<file path="config.mk">
export PLATFORM = sky130hd
export DESIGN_NAME = adcsp_top
export DESIGN_NICKNAME = d
export VERILOG_FILES = /design/src/hw/adcsp_pkg.sv /design/src/hw/adcsp_sync.sv /design/src/hw/adcsp_shreg.sv /design/src/hw/adcsp_top.sv
export VERILOG_INCLUDE_DIRS = /design/src /design/src/hw
export SDC_FILE = /design/constraint.sdc
export NUM_CORES = 1
export LEC_CHECK = 0
export BUFFER_PORTS_ARGS = -buffer_cell sky130_fd_sc_hd__buf_2
export CORE_MARGIN = 4
export CORE_UTILIZATION = 26
export CTS_CLUSTER_DIAMETER = 120
export DETAILED_ROUTE_END_ITERATION = 7
export SLEW_MARGIN = 25
export SYNTH_ARGS = -nofsm -noshare
export SYNTH_HDL_FRONTEND = slang
export SYNTH_HIERARCHICAL = 1
export SYNTH_SLANG_ARGS = --single-unit
</file>
<file path="constraint.sdc">
create_clock -name CORE_CLK -period 6.4 [get_ports CORE_CLK]
set_clock_uncertainty 0.05 [all_clocks]
set_input_delay 1.28 -clock CORE_CLK [delete_from_list [all_inputs] [get_ports CORE_CLK]]
set_output_delay 1.28 -clock CORE_CLK [all_outputs]
set_load 0.03 [all_outputs]
</file>
<file path="src/hw/adcsp_defs.svh">
// constants for the converter serial port configuration block
`ifndef ADCSP_DEFS_SVH
`define ADCSP_DEFS_SVH

// interface mode pins value that selects the serial port
`define ADCSP_MODE_SERIAL   2'h3
// result width and bit count of one read
`define ADCSP_RES_W         18
`define ADCSP_RES_BITS      6'd18
`define ADCSP_LAST_BIT      6'd17
`define ADCSP_CNT_MAX       6'h3f

// register offsets on the plain register port
`define ADCSP_OFF_STATUS    4'h0
`define ADCSP_OFF_MASK      4'h4
`define ADCSP_OFF_CFG       4'h8
`define ADCSP_OFF_STRAP     4'hc

// status and mask bit positions and mask reset value
`define ADCSP_EV_DONE       0
`define ADCSP_EV_RDERR      1
`define ADCSP_MASK_RST      2'h0

// timing: core clock period and internal serial clock half period
`define ADCSP_CLK_NS        10
`define ADCSP_SCLK_HALF_NS  40
`define ADCSP_SCLK_HALF_CYC ((`ADCSP_SCLK_HALF_NS + `ADCSP_CLK_NS - 1) / `ADCSP_CLK_NS)

`endif

</file>
<file path="src/hw/adcsp_pkg.sv">
// types shared by the converter serial port configuration block
package adcsp_pkg;
`include "adcsp_defs.svh"

    // read sequencer states
    typedef enum logic [0:0] {
        ST_IDLE,
        ST_SHIFT
    } adcsp_state_t;

    // output shift register state
    typedef struct packed {
        logic [`ADCSP_RES_W-1:0] data;
    } adcsp_sr_t;

    // two stage synchroniser state
    typedef struct packed {
        logic [7:0] s1;
        logic [7:0] s2;
    } adcsp_sync_t;

    // whole state of the top module
    typedef struct packed {
        adcsp_state_t            st;
        logic [7:0]              div_cnt;
        logic [5:0]              bit_cnt;
        logic                    sclk_int;
        logic                    sclk_prev;
        logic                    busy_d;
        logic [`ADCSP_RES_W-1:0] hold;
        logic                    hold_ok;
        logic [1:0]              status;
        logic [1:0]              mask;
        logic [7:0]              cfg_div;
        logic [7:0]              rdata;
        logic [3:0]              par_o;
        logic [3:0]              par_oe;
        logic                    sclk_o;
        logic                    sclk_oe;
        logic                    serial_result_out;
        logic                    fsync;
        logic                    rderr;
        logic                    irq;
    } adcsp_top_t;
endpackage : adcsp_pkg

</file>
<file path="src/hw/adcsp_sync.sv">
// two flip-flop synchroniser for the pin inputs
`timescale 1ns/1ps
module adcsp_sync
    import adcsp_pkg::*;
(
    input  wire logic       clk,
    input  wire logic       arst_n,
    input  wire logic [7:0] d,
    output logic      [7:0] q
);
    adcsp_sync_t r_reg;  // both stages
    adcsp_sync_t r_next; // next value

    // first stage feeds only the second stage
    always_comb begin
        r_next.s1 = d;
        r_next.s2 = r_reg.s1;
    end

    // register both stages
    always_ff @(posedge clk or negedge arst_n) begin
        if (!arst_n) begin
            r_reg <= '0;
        end else begin
            r_reg <= r_next;
        end
    end

    assign q = r_reg.s2;
endmodule : adcsp_sync

</file>
<file path="src/hw/adcsp_shreg.sv">
// result shift register, msb out, chain data in at the bottom
`timescale 1ns/1ps
module adcsp_shreg
    import adcsp_pkg::*;
(
    input  wire logic                    clk,
    input  wire logic                    arst_n,
    input  wire logic                    load,
    input  wire logic [`ADCSP_RES_W-1:0] load_val,
    input  wire logic                    shift,
    input  wire logic                    ser_in,
    output logic                         q
);
    adcsp_sr_t r_reg;  // shift register
    adcsp_sr_t r_next; // next value

    // load wins over shift; chain data enters at bit zero
    always_comb begin
        r_next = r_reg;
        if (load) begin
            r_next.data = load_val;
        end else if (shift) begin
            r_next.data = {r_reg.data[`ADCSP_RES_W-2:0], ser_in};
        end
    end

    // register the state
    always_ff @(posedge clk or negedge arst_n) begin
        if (!arst_n) begin
            r_reg <= '0;
        end else begin
            r_reg <= r_next;
        end
    end

    assign q = r_reg.data[`ADCSP_RES_W-1];
endmodule : adcsp_shreg

</file>
<file path="src/hw/adcsp_top.sv">
// serial result port configuration and shared pin control of the converter
//
// Chosen here: the strobed register port and the address map.
`timescale 1ns/1ps
module adcsp_top
    import adcsp_pkg::*;
(
    input  wire logic                    CORE_CLK,
    input  wire logic                    ARST_N,
    input  wire logic [1:0]              MODE,
    input  wire logic                    READ_EN_N,
    input  wire logic [`ADCSP_RES_W-1:0] RESULT,
    input  wire logic                    CONV_DONE,
    input  wire logic                    CONV_BUSY,
    input  wire logic [3:0]              PAR_BIT_IN,
    output logic      [3:0]              PAR_BIT_O,
    output logic      [3:0]              PAR_BIT_OE,
    input  wire logic                    SCLK_IN,
    output logic                         SCLK_O,
    output logic                         SCLK_OE,
    output logic                         SER_RESULT_OUT,
    output logic                         FRAME_SYNC,
    output logic                         INCOMPLETE_READ_FLAG,
    output logic                         IRQ,
    input  wire logic [3:0]              REG_ADDR,
    input  wire logic [7:0]              REG_WDATA,
    input  wire logic                    REG_WR,
    input  wire logic                    REG_RD,
    output logic      [7:0]              REG_RDATA
);
    adcsp_top_t r_reg;       // whole block state
    adcsp_top_t r_next;      // next state
    logic [7:0] pins_s;      // synchronised pins
    logic [1:0] mode_s;      // interface mode
    logic       clk_src_s;   // clock_source_select, high = host clock
    logic       fs_pol_s;    // frame_sync_polarity_select
    logic       sclk_inv_s;  // serial_clock_invert
    logic       rdc_chain_s; // readmode_or_chain_input
    logic       sclk_s;      // host serial clock level
    logic       rd_n_s;      // read enable, active low
    logic       serial;      // serial mode selected
    logic       ext_mode;    // host supplies the clock
    logic       upd_edge;    // external update edge seen
    logic       busy_rise;   // conversion just started
    logic       sr_load;     // load shift register
    logic       sr_shift;    // shift one bit
    logic       sr_q;        // shift register msb
    logic       abort;       // unfinished read dropped
    logic       done_ev;     // all result bits sent
    logic [1:0] clr;         // write-one-to-clear bits
    logic [1:0] ev;          // status events this cycle

    // mode, shared, clock and read enable pins go through two flops before use; result, done and busy do not
    adcsp_sync u_sync (
        .clk    (CORE_CLK),
        .arst_n (ARST_N),
        .d      ({MODE, PAR_BIT_IN, SCLK_IN, READ_EN_N}),
        .q      (pins_s)
    );

    assign mode_s      = pins_s[7:6];
    assign clk_src_s   = pins_s[2];
    assign fs_pol_s    = pins_s[3];
    assign sclk_inv_s  = pins_s[4];
    assign rdc_chain_s = pins_s[5];
    assign sclk_s      = pins_s[1];
    assign rd_n_s      = pins_s[0];
    assign serial      = (mode_s == `ADCSP_MODE_SERIAL);
    assign ext_mode    = clk_src_s;
    assign busy_rise   = CONV_BUSY & ~r_reg.busy_d;

    // host clock edge with inversion applied; rising edge updates the data
    assign upd_edge = (sclk_s ^ sclk_inv_s) & ~(r_reg.sclk_prev ^ sclk_inv_s);

    // result shifts out msb first; chain data fills from the bottom
    adcsp_shreg u_shreg (
        .clk      (CORE_CLK),
        .arst_n   (ARST_N),
        .load     (sr_load),
        .load_val (r_reg.hold),
        .shift    (sr_shift),
        .ser_in   (ext_mode & rdc_chain_s),
        .q        (sr_q)
    );

    // next state of the whole block
    always_comb begin
        r_next    = r_reg;
        sr_load   = 1'b0;
        sr_shift  = 1'b0;
        abort     = 1'b0;
        done_ev   = 1'b0;
        clr       = 2'h0;
        ev        = 2'h0;
        r_next.sclk_prev = sclk_s;
        r_next.busy_d    = CONV_BUSY;
        // a finished conversion always refreshes the held result
        if (CONV_DONE) begin
            r_next.hold    = RESULT;
            r_next.hold_ok = 1'b1;
        end
        unique case (r_reg.st)
            ST_IDLE: begin
                r_next.sclk_int = 1'b0;
                r_next.div_cnt  = 8'h00;
                if (serial && !rd_n_s && r_reg.hold_ok) begin
                    // internal clock: readmode picks during or after conversion
                    if (ext_mode || (rdc_chain_s ? busy_rise : !CONV_BUSY)) begin
                        sr_load          = 1'b1;
                        r_next.st        = ST_SHIFT;
                        r_next.bit_cnt   = 6'h00;
                        r_next.hold_ok   = CONV_DONE;
                    end
                end
            end
            ST_SHIFT: begin
                if (!serial || rd_n_s) begin
                    // host let go of the read; stop quietly
                    r_next.st = ST_IDLE;
                end else if (ext_mode) begin
                    if (CONV_DONE && r_reg.bit_cnt < `ADCSP_RES_BITS) begin
                        // new result overruns an unfinished read: drop it
                        abort        = 1'b1;
                        r_next.st    = ST_IDLE;
                    end else if (upd_edge) begin
                        sr_shift = 1'b1;
                        // count saturates so long chains keep shifting
                        if (r_reg.bit_cnt != `ADCSP_CNT_MAX) begin
                            r_next.bit_cnt = r_reg.bit_cnt + 6'h01;
                        end
                        done_ev = (r_reg.bit_cnt == `ADCSP_LAST_BIT);
                    end
                end else begin
                    // internal clock divider; cfg of zero acts as one
                    if ((r_reg.div_cnt + 8'h01) >= r_reg.cfg_div) begin
                        r_next.div_cnt  = 8'h00;
                        r_next.sclk_int = ~r_reg.sclk_int;
                        // falling edge of the clock moves to the next bit
                        if (r_reg.sclk_int) begin
                            sr_shift       = 1'b1;
                            r_next.bit_cnt = r_reg.bit_cnt + 6'h01;
                            if (r_reg.bit_cnt == `ADCSP_LAST_BIT) begin
                                done_ev   = 1'b1;
                                r_next.st = ST_IDLE;
                            end
                        end
                    end else begin
                        r_next.div_cnt = r_reg.div_cnt + 8'h01;
                    end
                end
            end
        endcase

        // register writes; status is write-one-to-clear, set wins
        if (REG_WR) begin
            unique case (REG_ADDR)
                `ADCSP_OFF_STATUS: clr = REG_WDATA[1:0];
                `ADCSP_OFF_MASK:   r_next.mask = REG_WDATA[1:0];
                `ADCSP_OFF_CFG:    r_next.cfg_div = REG_WDATA;
                default: ;
            endcase
        end
        ev[`ADCSP_EV_DONE]  = done_ev;
        ev[`ADCSP_EV_RDERR] = abort;
        r_next.status = (r_reg.status & ~clr) | ev;
        r_next.irq    = |(r_next.status & r_next.mask);

        // read data stand only in the cycle after the strobe
        r_next.rdata = 8'h00;
        if (REG_RD) begin
            unique case (REG_ADDR)
                `ADCSP_OFF_STATUS: r_next.rdata = {6'h00, r_reg.status};
                `ADCSP_OFF_MASK:   r_next.rdata = {6'h00, r_reg.mask};
                `ADCSP_OFF_CFG:    r_next.rdata = r_reg.cfg_div;
                `ADCSP_OFF_STRAP:  r_next.rdata = {CONV_BUSY, r_reg.st == ST_SHIFT,
                                                  serial, rdc_chain_s, sclk_inv_s,
                                                  fs_pol_s, clk_src_s, r_reg.hold_ok};
                default:           r_next.rdata = 8'h00;
            endcase
        end

        // pin drive: serial port functions or parallel result bits
        r_next.rderr = abort;
        if (serial) begin
            r_next.par_oe  = 4'h0;
            r_next.par_o   = 4'h0;
            r_next.sclk_oe = ~ext_mode;
            r_next.sclk_o  = r_reg.sclk_int ^ sclk_inv_s;
            r_next.serial_result_out   = sr_q;
            // sync only frames internal clock reads; idle level otherwise
            r_next.fsync   = (!ext_mode && r_reg.st == ST_SHIFT) ^ fs_pol_s;
        end else begin
            r_next.par_oe  = 4'hf;
            r_next.par_o   = r_reg.hold[9:6];
            r_next.sclk_oe = 1'b1;
            r_next.sclk_o  = r_reg.hold[11];
            r_next.serial_result_out   = r_reg.hold[10];
            r_next.fsync   = r_reg.hold[12];
            r_next.rderr   = r_reg.hold[13];
        end
    end

    // single state register, constant reset values only
    always_ff @(posedge CORE_CLK or negedge ARST_N) begin
        if (!ARST_N) begin
            r_reg         <= '0;
            r_reg.st      <= ST_IDLE;
            r_reg.mask    <= `ADCSP_MASK_RST;
            r_reg.cfg_div <= 8'(`ADCSP_SCLK_HALF_CYC);
        end else begin
            r_reg <= r_next;
        end
    end

    // every output straight from the state register
    assign PAR_BIT_O            = r_reg.par_o;
    assign PAR_BIT_OE           = r_reg.par_oe;
    assign SCLK_O               = r_reg.sclk_o;
    assign SCLK_OE              = r_reg.sclk_oe;
    assign SER_RESULT_OUT       = r_reg.serial_result_out;
    assign FRAME_SYNC           = r_reg.fsync;
    assign INCOMPLETE_READ_FLAG = r_reg.rderr;
    assign IRQ                  = r_reg.irq;
    assign REG_RDATA            = r_reg.rdata;
endmodule : adcsp_top

</file>
* Word level (Yosys, flattened, before mapping)
Index checks and enable logic that the tools add are counted.
** Cells by class
- Bitwise gates (word level) :: 16
- Reduce and logical (&&, ||, !) cells :: 17
- Equality and inequality tests :: 16
- Magnitude comparators :: 2
- Muxes and demuxes :: 57
- Add/subtract/negate cells :: 2
** Operators by type and width (count)
- $mux W6 :: 7
- $mux W18 :: 2
- $mux W1 :: 35
- $mux W8 :: 4
- $pmux W16 S2 :: 1
- $pmux W8 S4 :: 1
- $mux W15 :: 1
- $mux W12 :: 1
- $mux W10 :: 1
- $ne A3 B3 Y1 const B :: 3
- $add A8 B1 Y8 const B :: 1
- $eq A4 B4 Y1 const B :: 2
- $ge A8 B8 Y1 :: 1
- $ne A2 B2 Y1 const B :: 4
- $reduce_and A8 Y1 :: 1
- $mux W7 :: 1
- $add A6 B1 Y6 const B :: 1
- $eq A6 B5 Y1 const B :: 1
- $lt A6 B5 Y1 const B :: 1
- $mux W2 :: 3
- $ne A6 B6 Y1 const B :: 1
- $not A1 Y1 :: 5
- $and A2 B2 Y2 :: 2
- $eq A4 B3 Y1 const B :: 1
- 16 further kinds :: 29
** Storage, ports and cells
- Word-level logic and storage cells :: 133
- Bits in registers :: 105
- Input port bits :: 44
- Output and inout bits :: 22

* Depth between registers and ports, before layout
Gate-level depths: netlist of the first run.
- Depth in word-level cells :: 11
- Gate-level depth with buffers :: 14
- Depth with buffers taken out :: 12

* Modules after synthesis
The synthesis of the first run kept the hierarchy.
** By module, submodules not included
- adcsp_top :: seq. area each 1702.9 µm², cells each 297, area an instance 3345.7 µm², times used 1
- adcsp_shreg :: seq. area each 450.4 µm², cells each 78, area an instance 839.6 µm², times used 1
- adcsp_sync :: seq. area each 400.4 µm², cells each 16, area an instance 400.4 µm², times used 1

* Worst setup path after synthesis of the first run
No wires, ideal clock.
- Kind :: reg2reg
- Start :: register r_reg[62] (netlist bit)
- End :: register u_shreg/r_reg[13] (netlist bit)
- Arrival time :: 2.647 ns
- Path slack :: 3.579 ns
- Setup time :: 0.123 ns
- Stages on the path, launching flop included :: 15
- Cell sequence :: dfrtp_1 > ha_1 > nand3_1 > nor2_1 > xor2_1 > ha_1 > a21oi_1 > a21boi_0 > o311a_1 > nor2_1 > nor2_1 > buf_6 > buf_12 > mux2i_1 > o21ai_1
** Between the ends
- Word-level cells in the longest chain between the ends :: 7
** RTL lines
- start, declared :: line adcsp_top.sv:31 : adcsp_top_t r_reg;
- start signal, assigned :: line adcsp_top.sv:211 : r_reg <= r_next;
- $add A8 B1 Y8 :: line adcsp_top.sv:135 : if ((r_reg.div_cnt + 8'h01) >= r_reg.cfg_div) begin
- $ge A8 B8 Y1 :: line adcsp_top.sv:135
- $mux W1 :: line adcsp_top.sv:135
- $mux W1 :: line adcsp_top.sv:120 : end else if (ext_mode) begin
- $mux W1 :: line adcsp_top.sv:117 : if (!serial || rd_n_s) begin
- $mux W1 :: line adcsp_top.sv:102 : unique case (r_reg.st)
- named net sr_shift :: line adcsp_top.sv:46 : logic sr_shift;
- $reduce_bool A2 Y1 (no source line)
- end signal, assigned :: line adcsp_shreg.sv:32 : r_reg <= r_next;
- end, declared :: line adcsp_shreg.sv:14 : adcsp_sr_t r_reg;
The timed path passes the listed nets, and every way through them passes these cells.
A chain may end at the register's enable or synchronous reset.

* Worst setup path in the final report of the first run
- Start :: register r_reg[62] (netlist bit)
- End :: register u_shreg/r_reg[2] (netlist bit)
Same word-level chain as after synthesis.

==> results of run 1 <==
-- layout make-up --
cell class	count	area [um^2]
multi-input cells	247	1790
repair buffers	66	335
clock buffers	10	239
fillers	1782	12000
flip-flops and latches	102	2550
clock inverters	5	82.6
well taps	225	282
inverters	12	45.0
-- cells by family (layout without fill, tap and decap cells) --
| family | Yosys count | after routing | share of synthesized area |
|---|---|---|---|
| multiplexers | 51 | 51 | 0.119 |
| AO/OA/AOI/OAI | 66 | 66 | 0.0999 |
| flip-flops | 102 | 102 | 0.557 |
| AND/OR/NAND/NOR | 110 | 110 | 0.123 |
| buffers and inverters | 42 | 93 | 0.0543 |
| adder cells (fa/ha/maj) | 11 | 11 | 0.0300 |
| XOR/XNOR | 9 | 9 | 0.0172 |
-- worst reg2reg max path: stages, from the launching register on --
cell	delay, ns
sky130_fd_sc_hd__dfrtp_1	0.43
sky130_fd_sc_hd__ha_1	0.24
sky130_fd_sc_hd__nand3_1	0.13
sky130_fd_sc_hd__nor2_1	0.15
sky130_fd_sc_hd__xor2_1	0.10
sky130_fd_sc_hd__ha_1	0.32
sky130_fd_sc_hd__a21oi_1	0.07
sky130_fd_sc_hd__a21boi_0	0.46
sky130_fd_sc_hd__o311a_1	0.22
sky130_fd_sc_hd__nor2_1	0.08
sky130_fd_sc_hd__nor2_4	0.56
sky130_fd_sc_hd__mux2i_1	0.29
sky130_fd_sc_hd__o21ai_0	0.09
-- synth_stat cells (3+ instances only) --
cell type                    n  area, um^2
sky130_fd_sc_hd__buf_4      16         120
sky130_fd_sc_hd__a32o_1      5        50.1
sky130_fd_sc_hd__nor2_1     14        52.6
sky130_fd_sc_hd__and2_1      7        43.8
sky130_fd_sc_hd__xnor2_1     5        43.8
sky130_fd_sc_hd__clkbuf_1    5        18.8
sky130_fd_sc_hd__ha_1       11         138
sky130_fd_sc_hd__and3_1      3        18.8
sky130_fd_sc_hd__a22oi_1     9        67.6
sky130_fd_sc_hd__dfrtp_1   101        2530
sky130_fd_sc_hd__xor2_1      4        35.0
sky130_fd_sc_hd__mux2i_1    22         220
sky130_fd_sc_hd__a21oi_1     6        30.0
sky130_fd_sc_hd__nand3_1    14        70.1
sky130_fd_sc_hd__o21ai_0    15        75.1
sky130_fd_sc_hd__buf_2       6        30.0
sky130_fd_sc_hd__nand2b_1    8        50.1
sky130_fd_sc_hd__inv_1      12        45.0
sky130_fd_sc_hd__o21ai_1    12        60.1
sky130_fd_sc_hd__mux2_2     29         327
sky130_fd_sc_hd__nand2_1    46         173
-- report_power, final --
part / internal, W / switching, W
sequential: 0.000719 / 0.0000543
combinational: 0.0000775 / 0.0000963
clock: 0.000352 / 0.000232
total: 0.00115 / 0.000382
-- path summary, 6_finish.rpt --
path	startpoint	endpoint	slack, ns	depth (start not counted)
min in group asynchronous	ARST_N	REG_RDATA[4]$_DFF_PN0_	0.88	1
setup / recovery	r_reg[62]$_DFFE_PN0P_	u_shreg/r_reg[2]$_DFFE_PN0P_	3.05	12
max in group asynchronous	ARST_N	r_reg[52]$_DFFE_PN0P_	4.30	2
setup reg to reg	r_reg[62]$_DFFE_PN0P_	u_shreg/r_reg[2]$_DFFE_PN0P_	3.05	12
hold reg to reg	u_sync/r_next[6]$_DFF_PN0_	u_sync/q[6]$_DFF_PN0_	0.29	0
hold / removal	u_sync/r_next[6]$_DFF_PN0_	u_sync/q[6]$_DFF_PN0_	0.29	0
-- per-layer routing --
layer	track usage	share of wire	vias up
li1	-	-	1450
met1	0.132	0.46	1476
met2	0.156	0.46	66
met3	0.0254	0.052	18
met4	0.0408	0.025	0
met5	0	0	-
-- through the flow --
stage,total power (W),hold slack [ns],utilization,setup slack [ns],instances
6_report,0.00153,0.293,0.308,3.05,667
2_1_floorplan,0.000891,0.281,-,3.58,391
4_1_cts,0.00155,0.300,0.308,2.70,667
5_1_grt,0.00161,0.304,0.308,2.70,667
3_5_place_dp,0.000962,0.285,0.289,2.71,652
3_3_place_gp,0.000951,0.285,0.289,2.84,652
==> flow_summary.ini, run 1 <==
[clocking]
number_of_clock_sinks_seen_by_cts = 102
htreeDepth = 3
cts_tree = yes
clock_tree.root_cell = sky130_fd_sc_hd__clkbuf_16
cts-resized-gates = 0
post_cts_hold_buffer_count = 0
worstSkewPairLatency_ns = 0.34
cts_made_buffers = 9
post_cts_buffers = 0
max-clock-path-buffers = 2
clk_pin_slew_ns = 0.07

[grt]
gr-usage-all-layers = 0.0996
grt_pass1_wl_um = 16100
first_global_vias = 3121
initial_antenna_violation_count = 0
maximum_number_of_pins_on_one_net_before_global_route_repair = 57
globalRoute.totalOverflow = 0

[die]
die_height_um = 141
core_um2 = 17300
die_area_um2 = 19800
io-pin-count = 66
row_count = 48
die_x_um = 141
initial_core_util = 0.265

[worst_setup_path]
critical_path_buf_inv_count = 0
crit_required_ns = 6.54
critPathMaxStageDelay_ns = 0.56
crit_fanout = 18
cp.arrival_ns = 3.48
worstSetupEndpointType = flop
timing.critical_path.cells = ha_1, nand3_1, nor2_1, xor2_1, ha_1, a21oi_1, a21boi_0, o311a_1, nor2_1, nor2_4, mux2i_1, o21ai_0
worst_path_dominant_cell_family = simple AND/OR/NAND/NOR gates
crit_path_top_delay_cell = sky130_fd_sc_hd__nor2_4
timing.critical_path.from_type = flop
criticalPathCategory = reg -> reg

[detailed_routing]
routed_wirelength_um = 9510
detail_route.drc_violations = 0
detail_route.iter0.violations = 125
route.antenna.remaining_nets = 0
wl_per_cell_um = 14.3
routed_via_density = 4.51
drt_pass1_iterations = 4
vias = 3010

[worst_hold_path]
holdCritPathClass = reg -> reg

[timing]
final_period_minus_worst_setup_slack_ns = 3.35
setup-tns-final_ns = 0
rsz0062_at_grt = no
setup_violations = 0
max_slew.worst_pin.slew_ns = 0.861
worst_slew_margin_rel = 0.426
number_of_max_slew_violations_in_the_final_report = 0
final_hold_viol_count = 0
post-route-period-util = 0.523
max_clock_freq_ghz = 0.299

[synth]
synth_ff_type = sky130_fd_sc_hd__dfrtp_1
post_synth_inst_count = 391
synthDistinctLibCells = 54
postSynth.asyncResetShare = 1.00
seq_area_frac_synth = 0.557
mappedNetlistArea_um2 = 4590
total_nets_after_synthesis = 446
number_of_synthesized_flops_with_an_enable_pin = 0
synth_seq_cells = 102
yosys_warnings = 6
synth.avg_cell_area_um2 = 11.7

[cells_and_area]
finish.net_count = 493
fraction_of_layout_instances_using_a_drive_strength_above_1 = 0.274
final_common_cell = sky130_fd_sc_hd__dfrtp_1
finish.instance_area_um2 = 5330
largest_register_ffs = 49
layout_common_cells = sky130_fd_sc_hd__dfrtp_1, sky130_fd_sc_hd__buf_2, sky130_fd_sc_hd__nand2_1, sky130_fd_sc_hd__mux2_2, sky130_fd_sc_hd__mux2i_1
insertedDiodeCount = 0
syn2layout_area_growth_pct = 16.2

[run_status]
outcome = finished, final reports clean

[placement]
post-dp-hpwl_um = 7070
place_congestion = 0.827
postPlaceCellArea_um2 = 5000
port_buffers = 65

[flow_run]
max_cap_viol_count = 0

[power_and_ir_drop]
vdd_drop_max_uv = 117
leakage_nw = 2.32
power.density_nw_per_um2 = 287
Note: power is estimated with default switching activity, not from simulation.
==> run 2: changes to the inputs <==
==> constraint.sdc (replaced) <==
create_clock -name CORE_CLK -period 3 [get_ports CORE_CLK]
set_clock_uncertainty 0.05 [all_clocks]
set_input_delay 0.6 -clock CORE_CLK [delete_from_list [all_inputs] [get_ports CORE_CLK]]
set_output_delay 0.6 -clock CORE_CLK [all_outputs]
set_load 0.03 [all_outputs]
==> run 2 against run 1 <==
  * Die area is the same
  * Global-route usage is 0.10 points higher
  * Sequential cell count did not move
  * Largest power group unchanged
==> flow_summary.ini, run 2 (synthesis gave the netlist of run 1 again) <==
[die]
row_count = 48
core_um2 = 17300
die_x_um = 141
die_height_um = 141
die_area_um2 = 19800
io-pin-count = 66
initial_core_util = 0.265

[cells_and_area]
layout_common_cells = sky130_fd_sc_hd__dfrtp_1, sky130_fd_sc_hd__buf_2, sky130_fd_sc_hd__nand2_1, sky130_fd_sc_hd__mux2_2, sky130_fd_sc_hd__mux2i_1
syn2layout_area_growth_pct = 20.2
fraction_of_layout_instances_using_a_drive_strength_above_1 = 0.311
multi_input_area_um2 = 1800
layoutNonFillerInstCount = 688
insertedDiodeCount = 0
finish.net_count = 513
finalCoreUtilization = 0.319
layout.area.seq_um2 = 2550
final_common_cell = sky130_fd_sc_hd__dfrtp_1
largest_register_ffs = 49
fillers = 1759

[clocking]
number_of_clock_sinks_seen_by_cts = 102
cts_tree = yes
htreeDepth = 3
post_cts_hold_buffer_count = 0
cts_made_buffers = 9
worstSkewPairLatency_ns = 0.34
clk_pin_slew_ns = 0.07
max-clock-path-buffers = 2
clock_tree.root_cell = sky130_fd_sc_hd__clkbuf_16

[worst_setup_path]
cp.arrival_ns = 2.90
crit_fanout = 18
timing.critical_path.cells = ha_2, nand3_1, nor2_1, xor2_1, ha_1, a21oi_1, a21boi_0, o311a_1, nor2_2, nor2_4, buf_12, mux2i_1, o21ai_0
worstSetupEndpointType = flop
regToRegEndpoint = u_shreg/r_reg[1]$_DFFE_PN0P_
r2r.worst_path.cells = 13
crit_required_ns = 3.16
critical_path_buf_inv_count = 1
critPathMaxStageDelay_ns = 0.40
criticalPathCategory = reg -> reg
timing.critical_path.from_type = flop
worst-r2r-setup-slack_ns = 0.25
worst_path_dominant_cell_family = compound AO/OA/AOI/OAI gates
regToRegStartpoint = r_reg[62]$_DFFE_PN0P_
crit_path_top_delay_cell = sky130_fd_sc_hd__dfrtp_1

[detailed_routing]
wl_per_cell_um = 13.8
routed_via_density = 4.47
detail_route.drc_violations = 0
met2_wirelength_um = 4460
routedLengthMet1_um = 4360
routed_wirelength_um = 9510
top_layer = met5
detail_route.iter0.violations = 192
vias = 3075
route.antenna.remaining_nets = 0
drt_pass1_iterations = 4
met3_wirelength_um = 511

[timing]
number_of_max_slew_violations_in_the_final_report = 0
worst_slew_margin_rel = 0.454
final_critical_path_setup_slack_ns = 0.253
max_slew.worst_pin.slew_ns = 0.813
final_period_minus_worst_setup_slack_ns = 2.75
final_hold_viol_count = 0
max_clock_freq_ghz = 0.364
post-route-period-util = 0.916
setup_violations = 0

[power_and_ir_drop]
netSwitchingPower_w = 0.000814
sequentialPowerShare = 0.504
switching_share = 0.250
clock_share_of_power = 0.378
vdd_drop_max_uv = 260
power.density_nw_per_um2 = 592
p_int_w = 0.00245
pwr-share-comb = 0.117
leakage_nw = 2.43

[flow_run]
max_cap_viol_count = 0

[worst_hold_path]
holdCritPathClass = in -> async

[grt]
grt_pass1_wl_um = 16000
first_global_vias = 3137
maximum_number_of_pins_on_one_net_before_global_route_repair = 52
globalRoute.totalOverflow = 0
gr-usage-all-layers = 0.101
initial_antenna_violation_count = 1

[placement]
place_ws_ns = -0.0202
place_inst = 669
port_buffers = 65
place_congestion = 0.874
post-dp-hpwl_um = 7220

[run_status]
outcome = finished, final reports clean
-- run 2: changes by cell type in the layout (fill, tap and decap cells not counted) --
cell	delta
sky130_fd_sc_hd__buf_12	+1
sky130_fd_sc_hd__o31ai_2	-1
sky130_fd_sc_hd__ha_1	-1
sky130_fd_sc_hd__ha_2	+1
sky130_fd_sc_hd__clkbuf_8	+3
sky130_fd_sc_hd__bufinv_16	-1
sky130_fd_sc_hd__clkinv_2	-1
sky130_fd_sc_hd__buf_4	+19
sky130_fd_sc_hd__o31ai_4	+1
sky130_fd_sc_hd__nor2_1	-1
sky130_fd_sc_hd__nor2_2	+1
-- run 2: worst max-delay path by stage --
| stage | cells past startpoint | end | startpoint | slack (ns) |
|---|---|---|---|---|
| 3_5_place_dp | 12 | u_shreg/r_reg[15]$_DFFE_PN0P_ | r_reg[62]$_DFFE_PN0P_ | -0.02 |
| 2_1_floorplan | 14 | u_shreg/r_reg[13]$_DFFE_PN0P_ | r_reg[62]$_DFFE_PN0P_ | 0.18 |
| 6_report | 13 | u_shreg/r_reg[1]$_DFFE_PN0P_ | r_reg[62]$_DFFE_PN0P_ | 0.25 |
| 4_1_cts | 13 | u_shreg/r_reg[1]$_DFFE_PN0P_ | r_reg[62]$_DFFE_PN0P_ | 0.11 |
| 3_3_place_gp | 12 | u_shreg/r_reg[0]$_DFFE_PN0P_ | r_reg[62]$_DFFE_PN0P_ | -0.27 |
| 5_1_grt | 13 | u_shreg/r_reg[3]$_DFFE_PN0P_ | r_reg[62]$_DFFE_PN0P_ | -0.02 |
-- run 2: power groups by stage --
stage	registers [W]	clock network, W	logic [W]
2_1_floorplan	0.00164	0	0.000257
3_3_place_gp	0.00167	0	0.000369
3_5_place_dp	0.00167	0	0.000386
4_1_cts	0.00165	0.00127	0.000388
5_1_grt	0.00167	0.00133	0.000432
6_report	0.00165	0.00124	0.000382
-- run 2: per-stage QoR --
stage / power [W] / cell area [um^2] / setup TNS, ns / hold WS, ns
6_report: 0.00326 / 5510 / 0 / 0.224
5_1_grt: 0.00343 / 5510 / -0.0447 / 0.278
4_1_cts: 0.00331 / 5480 / 0 / 0.249
3_5_place_dp: 0.00206 / 5130 / -0.0550 / 0.285
3_3_place_gp: 0.00204 / 5130 / -4.64 / 0.287
2_1_floorplan: 0.00190 / 4590 / 0 / 0.254
-- run 2: layout make-up --
| class | count | area share |
|---|---|---|
| multi-input cells | 247 | 0.327 |
| flip-flops and latches | 102 | 0.463 |
| repair buffers | 86 | 0.0904 |
| clock inverters | 3 | 0.00863 |
| clock buffers | 13 | 0.0509 |
| well taps | 225 | 0.0511 |
| inverters | 12 | 0.00817 |
-- run 2: what timing repair did --
action,4_1_cts,5_1_grt
pin swaps,1,1
setup endpoints to repair,18,26
setup buffers,1,2
gates resized for setup,0,3
-- run 2: layer usage --
metal  track usage  up-vias
li1              -     1499
met1         0.130     1493
met2         0.160       65
met3        0.0292       16
met4        0.0388        2
met5             0        -
